===== config.mk =====
export PLATFORM = sky130hd
export DESIGN_NAME = cfe_extractor
export DESIGN_NICKNAME = d
export VERILOG_FILES = /design/src/cfe_pkg.sv /design/src/cfe_extractor.sv
export SDC_FILE = /design/constraint.sdc
export NUM_CORES = 1
export LEC_CHECK = 0
export BUFFER_PORTS_ARGS = -buffer_cell sky130_fd_sc_hd__buf_2
export CELL_PAD_IN_SITES_DETAIL_PLACEMENT = 0
export CELL_PAD_IN_SITES_GLOBAL_PLACEMENT = 1
export CORE_MARGIN = 1.5
export CORE_UTILIZATION = 40
export CTS_CLUSTER_DIAMETER = 200
export DETAILED_ROUTE_END_ITERATION = 6
export PLACE_DENSITY = 0.72
export SYNTH_ARGS = -nofsm -noshare
export SYNTH_HDL_FRONTEND = slang
export SYNTH_SLANG_ARGS = --single-unit

===== constraint.sdc =====
create_clock -name clock -period 7.7 [get_ports clock]
set_input_delay 1.54 -clock clock [delete_from_list [all_inputs] [get_ports clock]]
set_output_delay 1.54 -clock clock [all_outputs]
set_load 0.01 [all_outputs]

===== src/cfe_pkg.sv =====
package cfe_pkg;

    // Register word addresses (byte addresses, one aligned word each)
    localparam logic [7:0] CFE_ADDR_ID_LO = 8'h00;
    localparam logic [7:0] CFE_ADDR_ID_MID = 8'h04;
    localparam logic [7:0] CFE_ADDR_ID_HI = 8'h08;
    localparam logic [7:0] CFE_ADDR_CFG = 8'h0C;
    localparam logic [7:0] CFE_ADDR_COUNT = 8'h10;
    localparam logic [7:0] CFE_ADDR_STATUS = 8'h14;
    localparam logic [7:0] CFE_ADDR_RES_BASE = 8'h20;
    localparam logic [7:0] CFE_ADDR_RES_LAST = 8'h3C;

    // Identifier parameter split widths
    localparam int CFE_ID_LO_W = 11;
    localparam int CFE_ID_MID_W = 13;
    localparam int CFE_ID_HI_W = 5;

    // Configuration and status field positions
    localparam int CFE_CFG_STD_BIT = 0;
    localparam int CFE_CFG_TYPE_LSB = 8;
    localparam int CFE_CFG_START_LSB = 16;
    localparam int CFE_CFG_NBITS_LSB = 24;
    localparam int CFE_ST_DONE_BIT = 0;
    localparam int CFE_ST_BADCFG_BIT = 1;
    localparam int CFE_ST_OVR_BIT = 2;
    localparam int CFE_ST_BUSY_BIT = 3;
    localparam int CFE_ST_CNT_LSB = 8;

    // Data type code for unsigned integers, least significant byte first
    localparam logic [3:0] CFE_TYPE_UINT_LSB = 4'h2;
    localparam int CFE_MAX_VALUES = 8;
    localparam int CFE_FIELD_BYTES = 8;

    // Reset values
    localparam logic [10:0] CFE_RST_ID_LO = 11'h000;
    localparam logic [12:0] CFE_RST_ID_MID = 13'h0000;
    localparam logic [4:0] CFE_RST_ID_HI = 5'h00;
    localparam logic [3:0] CFE_RST_TYPE = 4'h2;
    localparam logic [6:0] CFE_RST_START = 7'h01;
    localparam logic [5:0] CFE_RST_NBITS = 6'h08;
    localparam logic [3:0] CFE_RST_NVALS = 4'h1;

    // Extended identifier field layout, bit 28 down to bit 0
    typedef struct packed {
        logic [2:0] prio;
        logic reserved;
        logic data_page;
        logic [7:0] pdu_format;
        logic [7:0] pdu_specific;
        logic [7:0] source_addr;
    } cfe_ext_id_t;

    // Received frame as delivered by the bit-level receiver
    typedef struct packed {
        logic valid;
        logic ide;
        logic rtr;
        logic [28:0] id;
        logic [3:0] dlc;
        logic [63:0] data;
    } cfe_frame_t;

    // Register port request
    typedef struct packed {
        logic wr;
        logic rd;
        logic [7:0] addr;
        logic [31:0] wdata;
    } cfe_req_t;

    typedef enum logic [0:0] {
        CFE_IDLE,
        CFE_EXTRACT
    } cfe_fsm_t;

    typedef struct packed {
        logic [10:0] id_lo;
        logic [12:0] id_mid;
        logic [4:0] id_hi;
        logic std_mode;
        logic [3:0] dtype;
        logic [6:0] start;
        logic [5:0] nbits;
        logic [3:0] nvals;
        logic done;
        logic bad_cfg;
        logic overrun;
        logic [7:0] match_cnt;
        cfe_fsm_t fsm;
        logic [63:0] le;
        logic [6:0] pos;
        logic [2:0] vidx;
        logic [7:0][31:0] res;
        logic [31:0] rdata;
        logic hit;
        logic fin;
    } cfe_state_t;

endpackage


===== src/cfe_extractor.sv =====
// Design decisions made here: the plain strobed port and the register addresses.
`timescale 1ns/1ps
module cfe_extractor
    import cfe_pkg::*;
(
    input wire logic clock,
    input wire logic rstn,
    input wire logic [7:0] reg_addr,
    input wire logic [31:0] reg_wdata,
    input wire logic reg_wr,
    input wire logic reg_rd,
    input wire logic rx_valid,
    input wire logic rx_ide,
    input wire logic rx_rtr,
    input wire logic [28:0] rx_id,
    input wire logic [3:0] rx_dlc,
    input wire logic [63:0] rx_data,
    output logic [31:0] reg_rdata,
    output logic frame_hit,
    output logic extract_done,
    output logic [28:0] cfg_id
);

    cfe_state_t st_ff;
    cfe_state_t nxt_st;
    cfe_frame_t frm;
    cfe_req_t req;
    cfe_ext_id_t id_view;
    logic [28:0] want_id;
    logic id_ok;
    logic [3:0] nbytes;
    logic [6:0] q;
    logic start_ok;
    logic [63:0] le_in;
    logic [5:0] base;
    logic [32:0] mask;
    logic [63:0] shifted;

    assign frm = '{valid: rx_valid, ide: rx_ide, rtr: rx_rtr, id: rx_id, dlc: rx_dlc,
                   data: rx_data};
    assign req = '{wr: reg_wr, rd: reg_rd, addr: reg_addr, wdata: reg_wdata};

    // Result window decode, used by the read path only; writes there are ignored
    function automatic logic is_result(input logic [7:0] a);
        is_result = (a >= CFE_ADDR_RES_BASE) && (a <= CFE_ADDR_RES_LAST) && (a[1:0] == 2'b00);
    endfunction

    assign want_id = {st_ff.id_hi, st_ff.id_mid, st_ff.id_lo};
    // field view of the extended identifier
    assign id_view = cfe_ext_id_t'(want_id);

    // exact identifier match on data frames only
    // standard identifier when std_mode is set; the upper parameters are then unused
    always_comb begin
        if (st_ff.std_mode) begin
            id_ok = !frm.ide && (frm.id[10:0] == st_ff.id_lo);
        end else begin
            id_ok = frm.ide && (frm.id == {id_view.prio, id_view.reserved,
                    id_view.data_page, id_view.pdu_format, id_view.pdu_specific,
                    id_view.source_addr});
        end
    end

    // right-hand numbering counts from the last byte of the actual field
    // start bit locates the value's least significant bit
    assign nbytes = (frm.dlc > 4'h8) ? 4'h8 : frm.dlc;
    assign q = st_ff.start - 7'h01;
    assign start_ok = (st_ff.start != 7'h00) && ({1'b0, q[5:3]} < nbytes) &&
                      (st_ff.start <= 7'h40);
    assign base = {3'(nbytes - 4'h1 - {1'b0, q[5:3]}), q[2:0]};

    // byte 1 arrives first and sits in the top byte of rx_data
    // bytes reordered so byte 1 is least significant
    always_comb begin
        le_in = '0;
        for (int m = 0; m < CFE_FIELD_BYTES; m++) begin
            if (4'(m) < nbytes) begin
                le_in[8*m +: 8] = frm.data[63-8*m -: 8];
            end
        end
    end

    // value bits taken from lower to higher positions
    assign mask = (33'h000000001 << st_ff.nbits) - 33'h000000001;
    assign shifted = st_ff.le >> st_ff.pos[5:0];

    // Next-state logic for registers, status and the extraction engine
    always_comb begin
        nxt_st = st_ff;
        nxt_st.hit = 1'b0;
        nxt_st.fin = 1'b0;
        nxt_st.rdata = '0;
        // Read path: data appear in the next cycle only
        if (req.rd) begin
            if (req.addr == CFE_ADDR_ID_LO) begin
                nxt_st.rdata = 32'(st_ff.id_lo);
            end else if (req.addr == CFE_ADDR_ID_MID) begin
                nxt_st.rdata = 32'(st_ff.id_mid);
            end else if (req.addr == CFE_ADDR_ID_HI) begin
                nxt_st.rdata = 32'(st_ff.id_hi);
            end else if (req.addr == CFE_ADDR_CFG) begin
                nxt_st.rdata[CFE_CFG_STD_BIT] = st_ff.std_mode;
                nxt_st.rdata[CFE_CFG_TYPE_LSB +: 4] = st_ff.dtype;
                nxt_st.rdata[CFE_CFG_START_LSB +: 7] = st_ff.start;
                nxt_st.rdata[CFE_CFG_NBITS_LSB +: 6] = st_ff.nbits;
            end else if (req.addr == CFE_ADDR_COUNT) begin
                nxt_st.rdata = 32'(st_ff.nvals);
            end else if (req.addr == CFE_ADDR_STATUS) begin
                nxt_st.rdata[CFE_ST_DONE_BIT] = st_ff.done;
                nxt_st.rdata[CFE_ST_BADCFG_BIT] = st_ff.bad_cfg;
                nxt_st.rdata[CFE_ST_OVR_BIT] = st_ff.overrun;
                nxt_st.rdata[CFE_ST_BUSY_BIT] = (st_ff.fsm == CFE_EXTRACT);
                nxt_st.rdata[CFE_ST_CNT_LSB +: 8] = st_ff.match_cnt;
            end else if (is_result(req.addr)) begin
                nxt_st.rdata = st_ff.res[3'(req.addr[4:2])];
            end
        end
        // Write path; a status write clears the sticky flags
        if (req.wr) begin
            if (req.addr == CFE_ADDR_ID_LO) begin
                nxt_st.id_lo = req.wdata[10:0];
            end else if (req.addr == CFE_ADDR_ID_MID) begin
                nxt_st.id_mid = req.wdata[12:0];
            end else if (req.addr == CFE_ADDR_ID_HI) begin
                nxt_st.id_hi = req.wdata[4:0];
            end else if (req.addr == CFE_ADDR_CFG) begin
                nxt_st.std_mode = req.wdata[CFE_CFG_STD_BIT];
                nxt_st.dtype = req.wdata[CFE_CFG_TYPE_LSB +: 4];
                nxt_st.start = req.wdata[CFE_CFG_START_LSB +: 7];
                nxt_st.nbits = req.wdata[CFE_CFG_NBITS_LSB +: 6];
            end else if (req.addr == CFE_ADDR_COUNT) begin
                nxt_st.nvals = req.wdata[3:0];
            end else if (req.addr == CFE_ADDR_STATUS) begin
                nxt_st.done = 1'b0;
                nxt_st.bad_cfg = 1'b0;
                nxt_st.overrun = 1'b0;
            end
        end
        // Extraction engine; its flag sets come after the clears so a set wins
        case (st_ff.fsm)
            CFE_IDLE: begin
                if (frm.valid && !frm.rtr && id_ok) begin
                    nxt_st.hit = 1'b1;
                    nxt_st.match_cnt = st_ff.match_cnt + 8'h01;
                    if (start_ok && (st_ff.dtype == CFE_TYPE_UINT_LSB) &&
                        (st_ff.nbits != 6'h00) && (st_ff.nbits <= 6'h20) &&
                        (st_ff.nvals != 4'h0) && (st_ff.nvals <= 4'(CFE_MAX_VALUES))) begin
                        nxt_st.le = le_in;
                        nxt_st.pos = {1'b0, base};
                        nxt_st.vidx = 3'h0;
                        nxt_st.fsm = CFE_EXTRACT;
                    end else begin
                        nxt_st.bad_cfg = 1'b1;
                    end
                end
            end
            CFE_EXTRACT: begin
                // one value per cycle into consecutive slots
                nxt_st.res[st_ff.vidx] = shifted[31:0] & mask[31:0];
                nxt_st.vidx = st_ff.vidx + 3'h1;
                nxt_st.pos = st_ff.pos - {1'b0, st_ff.nbits};
                // A frame arriving mid-extraction is dropped, not queued
                if (frm.valid) begin
                    nxt_st.overrun = 1'b1;
                end
                // Stop on the last value or when the next one would run off the field
                if ((4'(st_ff.vidx) + 4'h1 >= st_ff.nvals) ||
                    (st_ff.pos < {1'b0, st_ff.nbits})) begin
                    nxt_st.fsm = CFE_IDLE;
                    nxt_st.done = 1'b1;
                    nxt_st.fin = 1'b1;
                end
            end
            default: begin
                nxt_st.fsm = CFE_IDLE;
            end
        endcase
    end

    // State register with constant reset values
    always_ff @(posedge clock or negedge rstn) begin
        if (!rstn) begin
            st_ff <= '0;
            st_ff.id_lo <= CFE_RST_ID_LO;
            st_ff.id_mid <= CFE_RST_ID_MID;
            st_ff.id_hi <= CFE_RST_ID_HI;
            st_ff.dtype <= CFE_RST_TYPE;
            st_ff.start <= CFE_RST_START;
            st_ff.nbits <= CFE_RST_NBITS;
            st_ff.nvals <= CFE_RST_NVALS;
            st_ff.fsm <= CFE_IDLE;
        end else begin
            st_ff <= nxt_st;
        end
    end

    // Outputs straight from the state register
    assign reg_rdata = st_ff.rdata;
    assign frame_hit = st_ff.hit;
    assign extract_done = st_ff.fin;
    assign cfg_id = want_id;

    // Identifier mapping checks
    chk_id_lo_map: assert property (@(posedge clock) disable iff (!rstn)
        req.wr && req.addr == CFE_ADDR_ID_LO |=> cfg_id[10:0] == $past(req.wdata[10:0]))
        else $error("id low bits misplaced");
    chk_id_mid_map: assert property (@(posedge clock) disable iff (!rstn)
        req.wr && req.addr == CFE_ADDR_ID_MID |=> cfg_id[23:11] == $past(req.wdata[12:0]))
        else $error("id middle bits misplaced");
    chk_id_hi_map: assert property (@(posedge clock) disable iff (!rstn)
        req.wr && req.addr == CFE_ADDR_ID_HI |=> cfg_id[28:24] == $past(req.wdata[4:0]))
        else $error("id high bits misplaced");
    chk_prio_field: assert property (@(posedge clock) disable iff (!rstn)
        id_view.prio == st_ff.id_hi[4:2] && id_view.data_page == st_ff.id_hi[0])
        else $error("priority or page field misplaced");

    // Frame acceptance checks; a frame while busy is dropped rather than queued,
    // so the block never needs a frame buffer
    chk_std_reject: assert property (@(posedge clock) disable iff (!rstn)
        st_ff.std_mode && frm.valid && frm.ide |=> !frame_hit)
        else $error("extended frame hit in standard mode");
    chk_rtr_ignored: assert property (@(posedge clock) disable iff (!rstn)
        frm.valid && frm.rtr |=> !frame_hit) else $error("remote frame hit");
    chk_busy_drop: assert property (@(posedge clock) disable iff (!rstn)
        st_ff.fsm == CFE_EXTRACT && frm.valid |=> !frame_hit)
        else $error("frame during extraction not dropped");
    chk_overrun_set: assert property (@(posedge clock) disable iff (!rstn)
        st_ff.fsm == CFE_EXTRACT && frm.valid |=> st_ff.overrun)
        else $error("overrun flag not set");
    chk_bad_type: assert property (@(posedge clock) disable iff (!rstn)
        st_ff.fsm == CFE_IDLE && frm.valid && !frm.rtr && id_ok &&
        st_ff.dtype != CFE_TYPE_UINT_LSB |=> st_ff.bad_cfg && st_ff.fsm == CFE_IDLE)
        else $error("unsupported type code decoded");
    chk_bad_start: assert property (@(posedge clock) disable iff (!rstn)
        st_ff.fsm == CFE_IDLE && frm.valid && !frm.rtr && id_ok && !start_ok |=>
        st_ff.bad_cfg && st_ff.fsm == CFE_IDLE) else $error("start outside field decoded");
    chk_std_match: assert property (@(posedge clock) disable iff (!rstn)
        st_ff.fsm == CFE_IDLE && st_ff.std_mode && frm.valid && !frm.rtr && !frm.ide &&
        frm.id[10:0] == st_ff.id_lo |=> frame_hit) else $error("standard id missed");
    chk_no_false_hit: assert property (@(posedge clock) disable iff (!rstn)
        frame_hit |-> $past(frm.valid) && !$past(frm.rtr) && $past(id_ok))
        else $error("hit without matching data frame");
    chk_ext_exact: assert property (@(posedge clock) disable iff (!rstn)
        !st_ff.std_mode && frm.valid && frm.ide && id_ok |-> frm.id == cfg_id)
        else $error("extended id not exact");

    // Extraction checks; nbits must not be rewritten mid-run or these may misfire
    chk_first_lsb: assert property (@(posedge clock) disable iff (!rstn)
        $rose(st_ff.fsm == CFE_EXTRACT) |-> st_ff.vidx == 3'h0 ##1
        st_ff.res[0] == ($past(shifted[31:0]) & $past(mask[31:0])))
        else $error("first value not from start bit");
    chk_byte_order: assert property (@(posedge clock) disable iff (!rstn)
        frm.valid && nbytes != 4'h0 |-> le_in[7:0] == frm.data[63:56])
        else $error("byte one not least significant");
    chk_done_bound: assert property (@(posedge clock) disable iff (!rstn)
        $rose(st_ff.fsm == CFE_EXTRACT) |-> ##[1:8] extract_done)
        else $error("extraction did not finish");
    chk_done_sticky: assert property (@(posedge clock) disable iff (!rstn)
        extract_done |-> st_ff.done) else $error("done flag not set");
    chk_done_pulse: assert property (@(posedge clock) disable iff (!rstn)
        extract_done |=> !extract_done) else $error("done pulse longer than one cycle");

    // Value shape and numbering checks
    chk_value_width: assert property (@(posedge clock) disable iff (!rstn)
        st_ff.fsm == CFE_EXTRACT |=>
        (st_ff.res[$past(st_ff.vidx)] >> $past(st_ff.nbits)) == 32'h0)
        else $error("value wider than its bit count");
    chk_rh_numbering: assert property (@(posedge clock) disable iff (!rstn)
        nbytes == 4'h8 && (st_ff.start == 7'h01 || st_ff.start == 7'h40) |->
        base == ((st_ff.start == 7'h01) ? 6'h38 : 6'h07))
        else $error("right-hand bit numbering wrong");
    chk_wire_order: assert property (@(posedge clock) disable iff (!rstn)
        frm.valid && nbytes == 4'h8 |-> le_in[63:56] == frm.data[7:0])
        else $error("last byte not most significant");

    // Main scenarios: both id modes, multi-value runs, overrun, bad configuration
    cov_ext_hit: cover property (@(posedge clock) disable iff (!rstn)
        frame_hit && !st_ff.std_mode);
    cov_std_hit: cover property (@(posedge clock) disable iff (!rstn)
        frame_hit && st_ff.std_mode);
    cov_multi: cover property (@(posedge clock) disable iff (!rstn)
        extract_done && st_ff.vidx > 3'h1);
    cov_overrun: cover property (@(posedge clock) disable iff (!rstn) $rose(st_ff.overrun));
    cov_bad_cfg: cover property (@(posedge clock) disable iff (!rstn) $rose(st_ff.bad_cfg));

endmodule


Word-level counts from Yosys, hierarchy flattened
Cells that the tools add are included.
Cells by class
  add/subtract/negate cells: 8
  multipliers: 0
  divide/modulo/power cells: 0
  order comparisons: 20
  eq/ne operators: 10
  shift-type cells: 2
  multiplexer cells: 56
  bitwise operators: 6
  reduce and logical (&&, ||, !) cells: 30
Operator list (count)
  256-bit bitwise mux: 1
  32-bit two-way mux: 8
  75-bit two-way mux: 2
  32-bit binary-select mux with 3-bit select: 1
  32-bit demux with 3-bit select: 1
  8-bit two-way mux: 9
  64-bit by 6-bit >> shifter with 32-bit output: 1
  32-bit AND: 1
  1-bit by 6-bit left shift with 32-bit output, first input constant: 1
  32-bit by 1-bit subtractor with 32-bit output, second input constant: 1
  29-bit equality test: 1
  3-bit two-way mux: 7
  4-bit two-way mux: 5
  10-bit one-hot mux with 2 select lines: 1
  8-bit by 4-bit equality test with 1-bit output, second input constant: 2
  8-bit by 5-bit equality test with 1-bit output, second input constant: 2
  3-bit by 4-bit < comparator with 1-bit output, first input constant: 4
  16-bit two-way mux: 1
  1-bit two-way mux: 15
  1-bit logical AND: 14
  7-bit two-way mux: 2
  11-bit equality test: 1
  8-bit by 1-bit adder with 8-bit output, second input constant: 1
  8-bit by 3-bit equality test with 1-bit output, second input constant: 1
  37 further kinds: 49
Word-level totals
  register bits after elaboration: 427
  bits in latches: 0
  RAM bits: 0
  memory bits (read-only): 0
  input port bits: 144
  word-level logic and storage cells: 159
  memories kept: 0

Longest topological paths before layout
  depth in word-level cells: 13
  gate-level depth with buffers: 14

Worst setup path after synthesis
OpenSTA, ideal clock, no wires.
  path kind: input port to flip-flop
  start point: input port rx_dlc[3]
  end point: register st_ff[315] in the netlist's numbering
  library setup time: 125 ps
  arrival: 4218 ps
  data required time: 7575 ps
  setup slack: 3357 ps
  cell stages on the path: 12
  cells stage by stage: clkbuf_1 > clkbuf_1 > nand2b_1 > ha_1 > a21oi_1 > o211ai_1 > or3_1 > buf_2 > or4_4 > buf_6 > buf_6 > mux2_4
On the way
  cells in the longest elaborated chain, start to end: 11
  elaborated cells between the ends (all ways): 13
  those cells by class: 3 x order compare; 2 x mux; 8 x reduce/logical
RTL lines
  from (decl): RTL line cfe_extractor.sv:16  | input wire logic [3:0] rx_dlc,
  4-bit > comparator: RTL line cfe_extractor.sv:66  | assign nbytes = (frm.dlc > 4'h8) ? 4'h8 : frm.dlc;
  4-bit two-way mux *: RTL line cfe_extractor.sv:66
  3-bit by 4-bit < comparator with 1-bit output: RTL line cfe_extractor.sv:68  | assign start_ok = (st_ff.start != 7'h00) && ({1'b0, q[5:3]} < nbytes) &&
  1-bit logical AND (2 in a row): RTL line cfe_extractor.sv:68
  1-bit logical AND (2 in a row): RTL line cfe_extractor.sv:145  | if (start_ok && (st_ff.dtype == CFE_TYPE_UINT_LSB) &&
  1-bit logical AND (2 in a row): RTL line cfe_extractor.sv:146  | (st_ff.nbits != 6'h00) && (st_ff.nbits <= 6'h20) &&
  1-bit logical AND: RTL line cfe_extractor.sv:147  | (st_ff.nvals != 4'h0) && (st_ff.nvals <= 4'(CFE_MAX_VALUES))) begin
  3-bit AND reduction (no line)
  to (signal assigned): RTL line cfe_extractor.sv:193  | st_ff <= nxt_st;
  to (decl): RTL line cfe_extractor.sv:24  | cfe_state_t st_ff;
Every way passes the cells marked *; elsewhere a longest branch is shown, timed or not.
A chain may end at the register's enable or synchronous reset.

Worst setup path after layout
  start point: register st_ff[293] in the netlist's numbering
  end point: register st_ff[179] in the netlist's numbering
On the way
  cells in the longest elaborated chain, start to end: 3
RTL lines
  64-bit by 6-bit >> shifter with 32-bit output: RTL line cfe_extractor.sv:85  | assign shifted = st_ff.le >> st_ff.pos[5:0];
  32-bit AND: RTL line cfe_extractor.sv:159  | nxt_st.res[st_ff.vidx] = shifted[31:0] & mask[31:0];
  256-bit bitwise mux: RTL line cfe_extractor.sv:159
No other way between the ends.

==> flow_summary.ini <==
[timing]
tightest_slew_ns = 1.27
min_period_ns = 4.49
slew_viol_final = 0
fmax_mhz = 223
tns_ns = 0
fin_skew_ns = 0.0289
hold_viol = 0
rsz0062_at_grt = no
post-route-period-util_pct = 58.3
setup_viol = 0
max_slew_margin_pct = 14.6

[layout]
area_delta_synth_final_pct = 11.8
multi_input_area_um2 = 13400
num-fill-cells = 5988
layout.cells.non_filler = 3428
final_core_util_pct = 45.1
diodes = 0
final_nets = 2705
drive_gt1_share_pct = 25.0
final_common_cell = dfrtp_1
seqCellArea_um2 = 10700
layout_common_cells = dfrtp_1, nand2_1, o21ai_0, buf_2, mux4_2

[floorplanning]
dieArea_um2 = 65000
rows = 92
ioPinCount = 207
initial_utilization_pct = 40.4
die_x_um = 255
core_um2 = 63000
fp.dieH_um = 255

[synthesis]
synth.distinct_cells = 72
async_flop_share_pct = 100
syn_area_per_cell_um2 = 10.2
synthesis.nets = 2655
postSynthCellCount = 2492
netlist_area_um2 = 25400
synth_mux_area_share_pct = 23.0
ys_seq_elements = 427
synth-compound-area-share_pct = 13.6
ys_warn_count = 0
synth-simple-area-share_pct = 13.4
synth_top_family_by_area = multiplexers
synth-main-ff-cell = dfrtp_1
yosysSeqAreaShare_pct = 42.1
synth_fa_ha_area_share_pct = 0.995
yosys.area_share.xor_xnor_pct = 1.59
synth_edf_count = 0

[clock_network]
clk_pin_slew_worst_paths_ns = 0.06
numClockSinks = 427
post_cts_buffers = 0
cts_resized = 0
cts_max_level = 2
clockRootBuffer = clkbuf_16
hold_buffers = 0
cts_buffer_depth = 3
cts_buffers = 48
clk_latency_ns = 0.61
tritoncts = done

[route]
viasPerCell = 5.91
drtPass1Iterations = 6
drc_errors = 0
vias = 20300
drt_iter0_markers = 1756
wire_per_inst_um = 24.6
wl_mm = 84.5
ant_nets = 0

[worst_setup_path]
critical_path_peak_fanout = 52
rrSetupSlack_ns = 3.21
crit_family = compound AO/OA/AOI/OAI gates
path_cells = buf_4, mux4_2, a222oi_1, a22o_1, nor4_1, o21ai_1, o21ai_0
cp.required_ns = 8.13
crit_buf_inv = 1
r2r_start = st_ff[293]$_DFFE_PN0P_
endpoint_kind = flop
cp_slowest_stage_delay_ns = 0.89
crit_type = flop to flop
crit_arrival_ns = 4.93
worst_path_max_delay_cell = a222oi_1
r2r_cells = 7
rr_endpoint = st_ff[179]$_DFFE_PN0P_
startpoint_type = flop

[power]
total_power_mw = 5.20
switching_power_mw = 1.22
sequentialPowerShare_pct = 44.0
leakagePower_nw = 12.5
p_per_area_nw_per_um2 = 183
p_comb_share_pct = 6.6
vdd.ir_drop.worst_uv = 142
power.internal_mw = 3.97
clkPwrFrac_pct = 49.4
swShare_pct = 23.5

[global_route]
antenna_found_initial = 1
grt_max_degree = 154
grt_usage_pct = 25.8
grt.overflow.total = 0
grt_first_pass_wirelength_mm = 127
grt_pass1_vias = 19600

[place]
io_buffers = 200
gp_congestion = 0.981
dpl.cell_count = 3338
dp_hpwl_mm = 59.8

[hold_path]
min_from = st_ff[211]$_DFFE_PN0P_
worst_hold_path.endpoint = st_ff[211]$_DFFE_PN0P_
hold_depth = 2
hold_path_class = flop to flop

[flow_run]
maxCapViolCount = 0

[status]
status = finished, final reports clean
-- Yosys cell counts, drive strengths merged, types with 7 or more instances --
library cell	instances	area share, %
a21o	7	0.21
nor4	22	0.57
a211oi	11	0.32
nor2	119	1.8
o22ai	34	0.84
a31oi	16	0.39
clkbuf	118	1.7
mux2	164	7.9
xnor2	34	1.2
dfrtp	423	42
o31ai	24	0.73
xor2	12	0.41
nand2b	19	0.47
nand3	23	0.45
nand2	390	5.8
a21oi	109	2.1
a22oi	20	0.59
mux4	132	12
nor3	45	0.89
o21a	9	0.27
inv	35	0.52
o32ai	9	0.31
buf	120	3.1
o21ai	281	5.5
and3	9	0.22
and2	13	0.32
nor2b	69	1.7
mux2i	86	3.4
nand4	19	0.47
ha	17	0.84
or2	8	0.20
-- routing by layer --
metal,vias up,track usage (%),wire [µm]
li1,9082,-,-
met1,10300,35.6,36400
met2,764,42.8,40700
met3,149,2.78,4770
met4,2,7.83,2550
met5,-,0,13
-- how the worst max path moves through the flow --
| stage | slack [ns] | from | endpoint | cells past startpoint |
|---|---|---|---|---|
| after floorplan | 3.36 | rx_dlc[3] | st_ff[315]$_DFFE_PN0P_ | 12 |
| final | 3.21 | st_ff[293]$_DFFE_PN0P_ | st_ff[179]$_DFFE_PN0P_ | 7 |
| after CTS | 3.25 | st_ff[293]$_DFFE_PN0P_ | st_ff[179]$_DFFE_PN0P_ | 7 |
| after global placement | 2.78 | reg_addr[1] | st_ff[395]$_DFFE_PN0P_ | 7 |
| after global routing | 3.01 | st_ff[293]$_DFFE_PN0P_ | st_ff[179]$_DFFE_PN0P_ | 7 |
| after detailed placement | 2.70 | reg_addr[1] | st_ff[391]$_DFFE_PN0P_ | 7 |
-- power groups by stage --
stage / combinational [mW] / sequential (mW) / clock [mW]
finish: 0.345 / 2.29 / 2.57
global route: 0.382 / 2.29 / 2.70
CTS: 0.349 / 2.28 / 2.62
detailed placement: 0.348 / 2.32 / 0
global placement: 0.344 / 2.32 / 0
floorplan: 0.202 / 2.31 / 0
-- cell families after synthesis --
| family | Yosys count |
|---|---|
| flops | 427 |
| simple gates | 756 |
| xor+xnor | 46 |
| mux | 382 |
| compound gates | 585 |
| fa+ha+maj | 19 |
| buf+inv | 277 |
-- sequential cells by signal (all words and copies together), names as in the netlist --
register,cells
extract_done,1
st_ff,364
cfg_id,29
reg_rdata,32
frame_hit,1
-- cell type report --
cell class	instances	share of cell area, %
multi-input combinational	1788	47.1
sequential	427	37.7
clock buffer	66	4.96
timing repair buffer	238	4.67
tap	846	3.73
clock inverter	24	1.38
inverter	39	0.515
-- worst min-delay path, delay by kind of cell (launching register included) --
family             cells  cell delay, ns
and+or+nand+nor        1            0.04
DFF                    1            0.34
AOI/OAI and AO/OA      1            0.06
-- stage by stage --
step / area, µm² / setup WS, ns / hold WS, ns
after floorplan: 25400 / 3.36 / 0.442
after global placement: 26600 / 2.78 / 0.455
after detailed placement: 26600 / 2.70 / 0.462
after CTS: 28400 / 3.25 / 0.474
after global routing: 28400 / 3.01 / 0.488
final: 28400 / 3.21 / 0.475
Power figures use the tool's default switching activity.
